<file path="config.mk">
export PLATFORM = sky130hd
export DESIGN_NAME = timer_common_control
export DESIGN_NICKNAME = d
export VERILOG_FILES = /design/src/include/timer_cc_pkg.sv /design/src/channel_event_detect.sv /design/src/flag_bank.sv /design/src/timer_common_control.sv
export VERILOG_INCLUDE_DIRS = /design/src /design/src/include
export SDC_FILE = /design/constraint.sdc
export NUM_CORES = 1
export LEC_CHECK = 0
export BUFFER_PORTS_ARGS = -buffer_cell sky130_fd_sc_hd__buf_4
export CORE_MARGIN = 2
export CORE_UTILIZATION = 47
export CTS_CLUSTER_DIAMETER = 200
export DETAILED_ROUTE_END_ITERATION = 10
export GPL_ROUTABILITY_DRIVEN = 0
export PLACE_DENSITY = 0.86
export SLEW_MARGIN = 5
export SYNTH_ARGS = -nofsm -noshare
export SYNTH_HDL_FRONTEND = slang
export SYNTH_SLANG_ARGS = --single-unit
</file>
<file path="constraint.sdc">
create_clock -name i_clk -period 2.3 [get_ports i_clk]
set_clock_uncertainty 0.1 [all_clocks]
set_input_delay 0.46 -clock i_clk [delete_from_list [all_inputs] [get_ports i_clk]]
set_output_delay 0.46 -clock i_clk [all_outputs]
set_load 0.01 [all_outputs]
</file>
<file path="src/include/timer_cc_params.svh">
// register indices, reset values and field positions of the timer common control block
`ifndef TIMER_CC_PARAMS_SVH
`define TIMER_CC_PARAMS_SVH

`define TCC_NCH         3
`define TCC_CNT_W       16
`define TCC_IDX_W       20
`define TCC_IDX_LSB     2
`define TCC_IDX_MSB     21
`define TCC_TOP_LSB     22

`define TCC_IDX_START   20'hfff60
`define TCC_IDX_SYNC    20'hfff61
`define TCC_IDX_MODE    20'hfff62
`define TCC_IDX_CCA     20'hfff64
`define TCC_IDX_CCB     20'hfff65
`define TCC_IDX_OVF     20'hfff66

`define TCC_RSV_START   8'hf8
`define TCC_RSV_SYNC    8'hf8
`define TCC_RSV_MODE    8'hfe
`define TCC_RSV_STAT    8'h88

`define TCC_CH_LSB      0
`define TCC_EN_LSB      4
`define TCC_PHASE_BIT   0

`define TCC_CNT_ONES    16'hffff
`define TCC_CNT_ZERO    16'h0000

`endif

</file>
<file path="src/include/timer_cc_pkg.sv">
// state types of the timer common control block
package timer_cc_pkg;

    typedef struct packed {
        logic [2:0]  run;
        logic [2:0]  sync;
        logic        phase;
        logic [2:0]  en_a;
        logic [2:0]  en_b;
        logic [2:0]  en_wrap;
        logic        wr_pend;
        logic [19:0] wr_idx;
        logic [31:0] rdata;
    } ctrl_state_t;

    typedef struct packed {
        logic [2:0] flag;
        logic [2:0] armed;
    } flag_state_t;

    typedef struct packed {
        logic [15:0] prev;
        logic        seen;
    } event_state_t;

endpackage

</file>
<file path="src/channel_event_detect.sv">
// compare match, capture and wrap detection for one timer channel
`timescale 1ns/1ns
`default_nettype none
`include "timer_cc_params.svh"

module channel_event_detect #(
    parameter int W         = `TCC_CNT_W,
    parameter bit UNDERFLOW = 1'b0
) (
    // clock and reset
    input  wire logic         i_clk,
    input  wire logic         i_arst_n,
    // channel state
    input  wire logic [W-1:0] i_count,
    input  wire logic [W-1:0] i_general_a,
    input  wire logic [W-1:0] i_general_b,
    input  wire logic         i_a_capture_mode,
    input  wire logic         i_b_capture_mode,
    input  wire logic         i_capture_a,
    input  wire logic         i_capture_b,
    // event pulses
    output logic              o_set_a,
    output logic              o_set_b,
    output logic              o_wrap
);

    timer_cc_pkg::event_state_t st;
    timer_cc_pkg::event_state_t next_st;
    logic                       moved;

    initial
    begin
        if (W != `TCC_CNT_W)
            $error("counter width must match the state type");
    end

    // a halted counter sitting on the compare value must not re-fire every cycle
    always_comb
    begin
        next_st      = st;
        next_st.prev = i_count;
        next_st.seen = 1'b1;
        moved        = st.seen && (i_count != st.prev);
        o_set_a = i_a_capture_mode ? i_capture_a
                                   : (moved && i_count == i_general_a);
        o_set_b = i_b_capture_mode ? i_capture_b
                                   : (moved && i_count == i_general_b);
        o_wrap  = st.seen && st.prev == `TCC_CNT_ONES
                  && i_count == `TCC_CNT_ZERO;
        if (UNDERFLOW && st.seen && st.prev == `TCC_CNT_ZERO
            && i_count == `TCC_CNT_ONES)
            o_wrap = 1'b1;
    end

    always_ff @(posedge i_clk or negedge i_arst_n)
    begin
        if (!i_arst_n)
            st <= '0;
        else
            st <= next_st;
    end

endmodule
`default_nettype wire

</file>
<file path="src/flag_bank.sv">
// three status flags with read-then-write-zero clearing
`timescale 1ns/1ns
`default_nettype none
`include "timer_cc_params.svh"

module flag_bank #(
    parameter int N = `TCC_NCH
) (
    // clock and reset
    input  wire logic         i_clk,
    input  wire logic         i_arst_n,
    // hardware set events
    input  wire logic [N-1:0] i_set,
    // bus side
    input  wire logic         i_read,
    input  wire logic         i_write,
    input  wire logic [N-1:0] i_wdata,
    // flags
    output logic [N-1:0]      o_flag
);

    timer_cc_pkg::flag_state_t st;
    timer_cc_pkg::flag_state_t next_st;
    logic [N-1:0]              arm;
    logic [N-1:0]              clr;

    initial
    begin
        if (N != `TCC_NCH)
            $error("flag count must match the state type");
    end

    always_comb
    begin
        next_st = st;
        arm     = st.armed | (i_read ? st.flag : '0);
        // only a zero written to a flag seen as one clears it; a one never sets
        clr     = i_write ? (~i_wdata & st.armed & st.flag) : '0;
        next_st.flag  = (st.flag & ~clr) | i_set;
        next_st.armed = arm & ~clr & next_st.flag;
        o_flag  = st.flag;
    end

    always_ff @(posedge i_clk or negedge i_arst_n)
    begin
        if (!i_arst_n)
            st <= '0;
        else
            st <= next_st;
    end

endmodule
`default_nettype wire

</file>
<file path="src/timer_common_control.sv">
// common start, synchronisation, mode and status logic of the three timer channels
`timescale 1ns/1ns
`default_nettype none
`include "timer_cc_params.svh"

// Contract
// - start bit 0 halts its counter, 1 lets it count; all zero after reset
// - phase select 1 puts channel 2 into phase counting; 0 after reset
// - flag A sets when counter equals general A in compare mode
// - flag A sets when a capture loads general A in capture mode
// - flag clears only by reading it as one, then writing zero
// - writing one never sets a flag; only hardware events set them
// - request A active only while flag A and enable A; enable resets 0
// - request B active only while flag B and enable B; enable resets 0
// - overflow flag sets when a counter wraps from all ones to zero
// - channel 2 overflow flag also sets on underflow zero to all ones
// - overflow flag clears only by reading it as one, then writing zero
// - overflow request active only while flag and enable; enable resets 0
// - overflow register bits 7 and 3 read one; enables 6..4, flags 2..0
// - a channel selecting synchronous clear clears with the other synced channels
module timer_common_control #(
    parameter int NCH = `TCC_NCH,
    parameter int W   = `TCC_CNT_W
) (
    // clock and reset
    input  wire logic                i_clk,
    input  wire logic                i_arst_n,
    // ahb-lite slave
    input  wire logic                i_hsel,
    input  wire logic [31:0]         i_haddr,
    input  wire logic [1:0]          i_htrans,
    input  wire logic                i_hwrite,
    input  wire logic [2:0]          i_hsize,
    input  wire logic [31:0]         i_hwdata,
    input  wire logic                i_hready,
    output logic                     o_hreadyout,
    output logic                     o_hresp,
    output logic [31:0]              o_hrdata,
    // channel state
    input  wire logic [NCH-1:0][W-1:0] i_count,
    input  wire logic [NCH-1:0][W-1:0] i_general_a,
    input  wire logic [NCH-1:0][W-1:0] i_general_b,
    input  wire logic [NCH-1:0]      i_a_capture_mode,
    input  wire logic [NCH-1:0]      i_b_capture_mode,
    input  wire logic [NCH-1:0]      i_capture_a,
    input  wire logic [NCH-1:0]      i_capture_b,
    // synchronisation sources
    input  wire logic [NCH-1:0]      i_clear_source,
    input  wire logic [NCH-1:0]      i_preset_source,
    input  wire logic [NCH-1:0]      i_sync_clear_select,
    // channel control
    output logic [NCH-1:0]           o_count_run,
    output logic [NCH-1:0]           o_sync_join,
    output logic                     o_phase_mode,
    output logic [NCH-1:0]           o_sync_clear,
    output logic [NCH-1:0]           o_sync_preset,
    // status flags
    output logic [NCH-1:0]           o_match_a_flag,
    output logic [NCH-1:0]           o_match_b_flag,
    output logic [NCH-1:0]           o_wrap_flag,
    // interrupt requests
    output logic [NCH-1:0]           o_match_a_request,
    output logic [NCH-1:0]           o_match_b_request,
    output logic [NCH-1:0]           o_wrap_request
);

    timer_cc_pkg::ctrl_state_t st;
    timer_cc_pkg::ctrl_state_t next_st;

    // event pulses from the channel detectors
    logic [NCH-1:0] set_a;
    logic [NCH-1:0] set_b;
    logic [NCH-1:0] set_wrap;

    // bus decode
    logic           accept;
    logic [19:0]    acc_idx;
    logic           rd_a;
    logic           rd_b;
    logic           rd_ovf;
    logic           wr_a;
    logic           wr_b;
    logic           wr_ovf;
    logic [7:0]     wbyte;

    // synchronisation fan-out
    logic           any_clear;
    logic           any_preset;

    initial
    begin
        if (NCH != `TCC_NCH || W != `TCC_CNT_W)
            $error("channel count and width are fixed by the register layout");
        if (`TCC_IDX_MSB - `TCC_IDX_LSB + 1 != `TCC_IDX_W)
            $error("index field width disagrees with its bounds");
        if (`TCC_TOP_LSB != `TCC_IDX_MSB + 1)
            $error("address bits above the index must start right after it");
    end

    // word index of an address; upper bits must be zero for a hit
    function automatic logic [19:0] index_of(input logic [31:0] addr);
        index_of = addr[`TCC_IDX_MSB:`TCC_IDX_LSB];
    endfunction

    function automatic logic mapped(input logic [31:0] addr);
        logic [19:0] idx;
        idx    = index_of(addr);
        mapped = (addr[31:`TCC_TOP_LSB] == '0)
                 && (idx == `TCC_IDX_START
                     || idx == `TCC_IDX_SYNC
                     || idx == `TCC_IDX_MODE
                     || idx == `TCC_IDX_CCA
                     || idx == `TCC_IDX_CCB
                     || idx == `TCC_IDX_OVF);
    endfunction

    // read taken in this address phase that targets one register
    function automatic logic read_hit(input logic        take,
                                      input logic        wr,
                                      input logic [31:0] addr,
                                      input logic [19:0] idx);
        read_hit = take && !wr && mapped(addr) && index_of(addr) == idx;
    endfunction

    // write to one register whose data phase is under way
    function automatic logic write_hit(input logic        pend,
                                       input logic [19:0] pend_idx,
                                       input logic [19:0] idx);
        write_hit = pend && pend_idx == idx;
    endfunction

    // status layout: enables in 6..4, flags in 2..0, reserved bits read one
    function automatic logic [7:0] status_byte(input logic [2:0] en,
                                               input logic [2:0] flag);
        status_byte = `TCC_RSV_STAT;
        status_byte[`TCC_EN_LSB +: 3] = en;
        status_byte[`TCC_CH_LSB +: 3] = flag;
    endfunction

    function automatic logic [7:0] read_byte(input logic [19:0] idx,
                                             input timer_cc_pkg::ctrl_state_t s,
                                             input logic [2:0] fa,
                                             input logic [2:0] fb,
                                             input logic [2:0] fw);
        read_byte = 8'h00;
        case (idx)
            `TCC_IDX_START: read_byte = `TCC_RSV_START | {5'h00, s.run};
            `TCC_IDX_SYNC:  read_byte = `TCC_RSV_SYNC | {5'h00, s.sync};
            `TCC_IDX_MODE:  read_byte = `TCC_RSV_MODE | {7'h00, s.phase};
            `TCC_IDX_CCA:   read_byte = status_byte(s.en_a, fa);
            `TCC_IDX_CCB:   read_byte = status_byte(s.en_b, fb);
            `TCC_IDX_OVF:   read_byte = status_byte(s.en_wrap, fw);
            default:        read_byte = 8'h00;
        endcase
    endfunction

    // one detector per channel; only channel 2 counts down, so only it flags underflow
    genvar ch;
    generate
        for (ch = 0; ch < NCH; ch++)
        begin : g_ch
            channel_event_detect #(
                .W         (W),
                .UNDERFLOW (ch == 2)
            ) u_detect (
                .i_clk            (i_clk),
                .i_arst_n         (i_arst_n),
                .i_count          (i_count[ch]),
                .i_general_a      (i_general_a[ch]),
                .i_general_b      (i_general_b[ch]),
                .i_a_capture_mode (i_a_capture_mode[ch]),
                .i_b_capture_mode (i_b_capture_mode[ch]),
                .i_capture_a      (i_capture_a[ch]),
                .i_capture_b      (i_capture_b[ch]),
                .o_set_a          (set_a[ch]),
                .o_set_b          (set_b[ch]),
                .o_wrap           (set_wrap[ch])
            );
        end
    endgenerate

    // a read arms its flags on the address-phase edge, the same edge that latches hrdata
    always_comb
    begin
        accept  = i_hsel && i_htrans[1] && i_hready;
        acc_idx = index_of(i_haddr);
        rd_a    = read_hit(accept, i_hwrite, i_haddr, `TCC_IDX_CCA);
        rd_b    = read_hit(accept, i_hwrite, i_haddr, `TCC_IDX_CCB);
        rd_ovf  = read_hit(accept, i_hwrite, i_haddr, `TCC_IDX_OVF);

        // a write clears at the data-phase edge, when hwdata stands
        wr_a    = write_hit(st.wr_pend, st.wr_idx, `TCC_IDX_CCA);
        wr_b    = write_hit(st.wr_pend, st.wr_idx, `TCC_IDX_CCB);
        wr_ovf  = write_hit(st.wr_pend, st.wr_idx, `TCC_IDX_OVF);

        // only the low byte lane carries register data
        wbyte   = i_hwdata[7:0];
    end

    // flag a: compare match or capture into general a
    flag_bank #(.N(NCH)) u_flags_a (
        .i_clk    (i_clk),
        .i_arst_n (i_arst_n),
        .i_set    (set_a),
        .i_read   (rd_a),
        .i_write  (wr_a),
        .i_wdata  (wbyte[`TCC_CH_LSB +: 3]),
        .o_flag   (o_match_a_flag)
    );

    // flag b: compare match or capture into general b
    flag_bank #(.N(NCH)) u_flags_b (
        .i_clk    (i_clk),
        .i_arst_n (i_arst_n),
        .i_set    (set_b),
        .i_read   (rd_b),
        .i_write  (wr_b),
        .i_wdata  (wbyte[`TCC_CH_LSB +: 3]),
        .o_flag   (o_match_b_flag)
    );

    // overflow flags; channel 2 also flags underflow
    flag_bank #(.N(NCH)) u_flags_wrap (
        .i_clk    (i_clk),
        .i_arst_n (i_arst_n),
        .i_set    (set_wrap),
        .i_read   (rd_ovf),
        .i_write  (wr_ovf),
        .i_wdata  (wbyte[`TCC_CH_LSB +: 3]),
        .o_flag   (o_wrap_flag)
    );

    always_comb
    begin
        next_st = st;
        if (st.wr_pend)
        begin
            case (st.wr_idx)
                `TCC_IDX_START: next_st.run     = wbyte[`TCC_CH_LSB +: 3];
                `TCC_IDX_SYNC:  next_st.sync    = wbyte[`TCC_CH_LSB +: 3];
                `TCC_IDX_MODE:  next_st.phase   = wbyte[`TCC_PHASE_BIT];
                `TCC_IDX_CCA:   next_st.en_a    = wbyte[`TCC_EN_LSB +: 3];
                `TCC_IDX_CCB:   next_st.en_b    = wbyte[`TCC_EN_LSB +: 3];
                `TCC_IDX_OVF:   next_st.en_wrap = wbyte[`TCC_EN_LSB +: 3];
                default:        next_st.run     = st.run;
            endcase
        end

        // unmapped writes are dropped here, so they never reach a register
        next_st.wr_pend = accept && i_hwrite && mapped(i_haddr);
        next_st.wr_idx  = acc_idx;

        // zero wait states: read data is latched at the address-phase edge, so a read
        // straight behind a write to the same register still shows the old value
        if (accept && !i_hwrite)
        begin
            next_st.rdata = {24'h000000,
                             read_byte(acc_idx,
                                       st,
                                       o_match_a_flag,
                                       o_match_b_flag,
                                       o_wrap_flag)};
        end
    end

    always_ff @(posedge i_clk or negedge i_arst_n)
    begin
        if (!i_arst_n)
            st <= '0;
        else
            st <= next_st;
    end

    // a clear or preset from any joined channel is shared by all joined channels;
    // the clear only reaches channels whose clear select asks for it
    always_comb
    begin
        any_clear     = |(i_clear_source & st.sync);
        any_preset    = |(i_preset_source & st.sync);

        o_sync_clear  = (any_clear ? st.sync : '0) & i_sync_clear_select;
        o_sync_preset = any_preset ? st.sync : '0;
    end

    // never stalls and never errors, so hready and hresp are constant
    assign o_hreadyout       = 1'b1;
    assign o_hresp           = 1'b0;
    assign o_hrdata          = st.rdata;

    // channel control levels, straight from the registers
    assign o_count_run       = st.run;
    assign o_sync_join       = st.sync;
    assign o_phase_mode      = st.phase;

    // a request needs both its flag and its enable
    assign o_match_a_request = o_match_a_flag & st.en_a;
    assign o_match_b_request = o_match_b_flag & st.en_b;
    assign o_wrap_request    = o_wrap_flag & st.en_wrap;

endmodule
`default_nettype wire

</file>
==> reports/metrics.csv <==
metric;value;unit
DRT iter0 DRCs;288;
register area;2778;sq um
library cells used by synthesis;54;
wire per inst;17.71;um
Arr. time, crit path;2280;ps
status;finished with violations;
Slew Viols, Final;0;
fmax;0.4668;GHz
failing checks;negative hold slack;
antenna violations before repair;0;
final setup vio count;0;
Final HPWL DP;14500;um
first-pass GRT wire length;27880;um
Crit path required time;2430;ps
clk_lat worst skew;340;ps
H-Tree Depth;3;
Min Hold Slack;-7.434;ps
Avg Cell Area, Syn;10.60;sq um
Clock power frac;32.7;%
NetSw;1.112;mW
FF-to-FF End;u_flags_b.st[1];
EDFF count, synth;0;
TritonRoute pass-1 iters;4;
Max Buffers Root-to-Sink;2;
drt drc;0;
largest net degree at the start of global routing;42;
Async SR Flop Fraction;100.0;%
Vias;5550;
Seq/Total Area, Yosys;43.96;%
post-layout util;64.92;%
post-synth top area share;43.96;%
CTS tree;yes;
RSZ-0062 raised after global routing;no;
die area;14390;sq um
#FFs+latches synth;111;
Nets;1086;
PortBufs;245;
reg2reg path depth;6;
final hold vios;5;
PwrDens;507.6;nW/um^2
Worst slew margin;63.75;%
GR Util All Layers;25.01;%
largest cells by area after synthesis;dfrtp_1 44%, xor2_1 16%, buf_4 5.8%, xnor2_1 4.4%, nand4_1 3.2%;
Post-Syn Instances;596;
area of the multi-input gates;3211;sq um
Final period util;93.15;%
Critical Path Start Type;flop;
switching share of power;25.58;%
Worst Max-Slew Pin Slew;538.8;ps
VDD IR max;0.2865;mV
ANT nets after route;0;
die outline height;119.9;um
most frequent cells in the layout;270 x buf_4, 112 x xor2_1, 111 x dfrtp_1;
Post-synth top flop;dfrtp_1;
layout cells sized above 1;36.55;%
CTS Sinks;111;
most common cell after layout, fill and taps aside;buf_4;
internal power;3.235;mW
initial core utilization;47.90;%
CTS root buffer;clkbuf_16;
number of global-route vias before repair;5731;
gr ovfl total;0;
Setup crit end kind;flop;
fill count;1084;
I/O pin count;304;
crit path time final;2142;ps
crit path max fanout;3;
MaxCap Viol Count;0;
CTS Buf Count;9;
worst r2r src;st[39];
kind of path behind the tightest hold check;in2async;
LEAKAGE;3.871;nW
Placeable Area;13190;sq um
antenna diode count;0;
Worst-path clk slew;70;ps
setup_tns;0;ps
Combinational Power Share;19.2;%
final WL;18190;um
Crit Path Class;reg2reg;
reg2reg setup slack;160;ps
area leader, netlist;dfrtp_1;
Die Wd;119.9;um
Yosys warning total;0;
P&R area growth vs syn;35.52;%
Post-Syn Area;6319;sq um
Rows;42;
Seq pwr share;48.1;%
Vias/cell;5.404;
layer usage:
metal / global-route usage, % / vias up / routed length [um] / part of all wire [%]
met5: 0 / - / 0 / 0
met3: 5.181 / 50 / 1259 / 6.9
met1: 29.04 / 2659 / 6989 / 38
met2: 44.18 / 256 / 9371 / 52
li1: - / 2585 / - / -
met4: 11.40 / 0 / 567 / 3.1
critical path: stages (launching register included):
cell	delay (ps)
dfrtp_1	360
nand4bb_2	330
nor4_4	310
nand4b_2	190
o31ai_2	320
nand3_1	190
a22o_1	230
through the flow:
| stage | total power [mW] | cell area (sq um) | instances | setup WS [ps] |
|---|---|---|---|---|
| 4_1_cts | 4.377 | 8549 | 1027 | 103.1 |
| 3_5_place_dp | 2.961 | 8285 | 1012 | -105.4 |
| 2_1_floorplan | 2.465 | 6412 | 621 | 326.2 |
| 5_1_grt | 4.538 | 8563 | 1027 | 21.92 |
| 3_3_place_gp | 2.935 | 8285 | 1012 | 22.53 |
| 6_report | 4.347 | 8563 | 1027 | 157.5 |
registers in the layout, indices dropped and copies added (netlist names):
| register | count |
|---|---|
| st | 30 |
| o_count_run | 3 |
| o_sync_join | 3 |
| u_flags_wrap.st | 3 |
| u_flags_a.o_flag | 3 |
| o_phase_mode | 1 |
| u_flags_wrap.o_flag | 3 |
| o_hrdata | 7 |
| u_flags_a.st | 3 |
| g_ch.u_detect.st | 49 |
| u_flags_b.o_flag | 3 |
| u_flags_b.st | 3 |
how the worst max path moves through the flow:
stage                   startpoint               end  depth (start not counted)
detailed placement      i_haddr[5]   u_flags_a.st[1]                          9
CTS                         st[39]   u_flags_b.st[1]                          6
finish                      st[39]   u_flags_b.st[1]                          6
floorplan               i_haddr[5]   u_flags_a.st[1]                          6
global placement        i_haddr[5]   u_flags_a.st[1]                          9
global route        o_sync_join[1]  o_sync_preset[0]                          3
cells by family after synthesis:
group	after synthesis	synth area share, %
DFF	111	43.96
other	2	0.1189
muxes	18	3.386
and+or+nand+nor	189	18.50
buffers and inverters	69	7.010
AOI/OAI and AO/OA	63	7.069
xor gates and xnor gates	144	19.96
Yosys cell counts, drive strengths merged (2+ instances only):
library cell / number
nand4: 32
nand3: 8
and2: 10
conb: 2
or4: 4
a221o: 3
a31oi: 2
nor4: 35
o31ai: 12
or2: 2
clkbuf: 7
and3: 3
o41ai: 2
a21boi: 2
nor2b: 4
xnor2: 32
xor2: 112
inv: 13
a21oi: 2
a32oi: 2
o21ai: 16
a22oi: 4
nor2: 14
nor4b: 2
o21a: 2
buf: 49
o32ai: 2
nor3: 19
nand4b: 8
o22ai: 5
nand2: 30
dfrtp: 111
nor4bb: 14
mux2: 17
area by class of cell:
class,instances,share of cell area (%)
clock buffers,14,2.966
clock inverters,1,0.05845
inverters,13,0.5698
multi-input cells,441,37.49
flip-flops and latches,111,32.44
well taps,176,2.572
repair buffers,271,23.90
power groups by stage:
stage	combinational, mW	sequential, mW	clock [mW]
after floorplan	0.357	2.11	0
after global placement	0.814	2.12	0
after detailed placement	0.836	2.13	0
after CTS	0.840	2.09	1.45
after global routing	0.908	2.10	1.53
final	0.835	2.09	1.42
repair_timing:
action,CTS,global route
setup buffers,0,0
pin swaps,0,1
setup endpoints to repair,1,4
hold buffers,0,0
resized for setup,1,2
No activity file was read; power rests on OpenSTA's default activity.
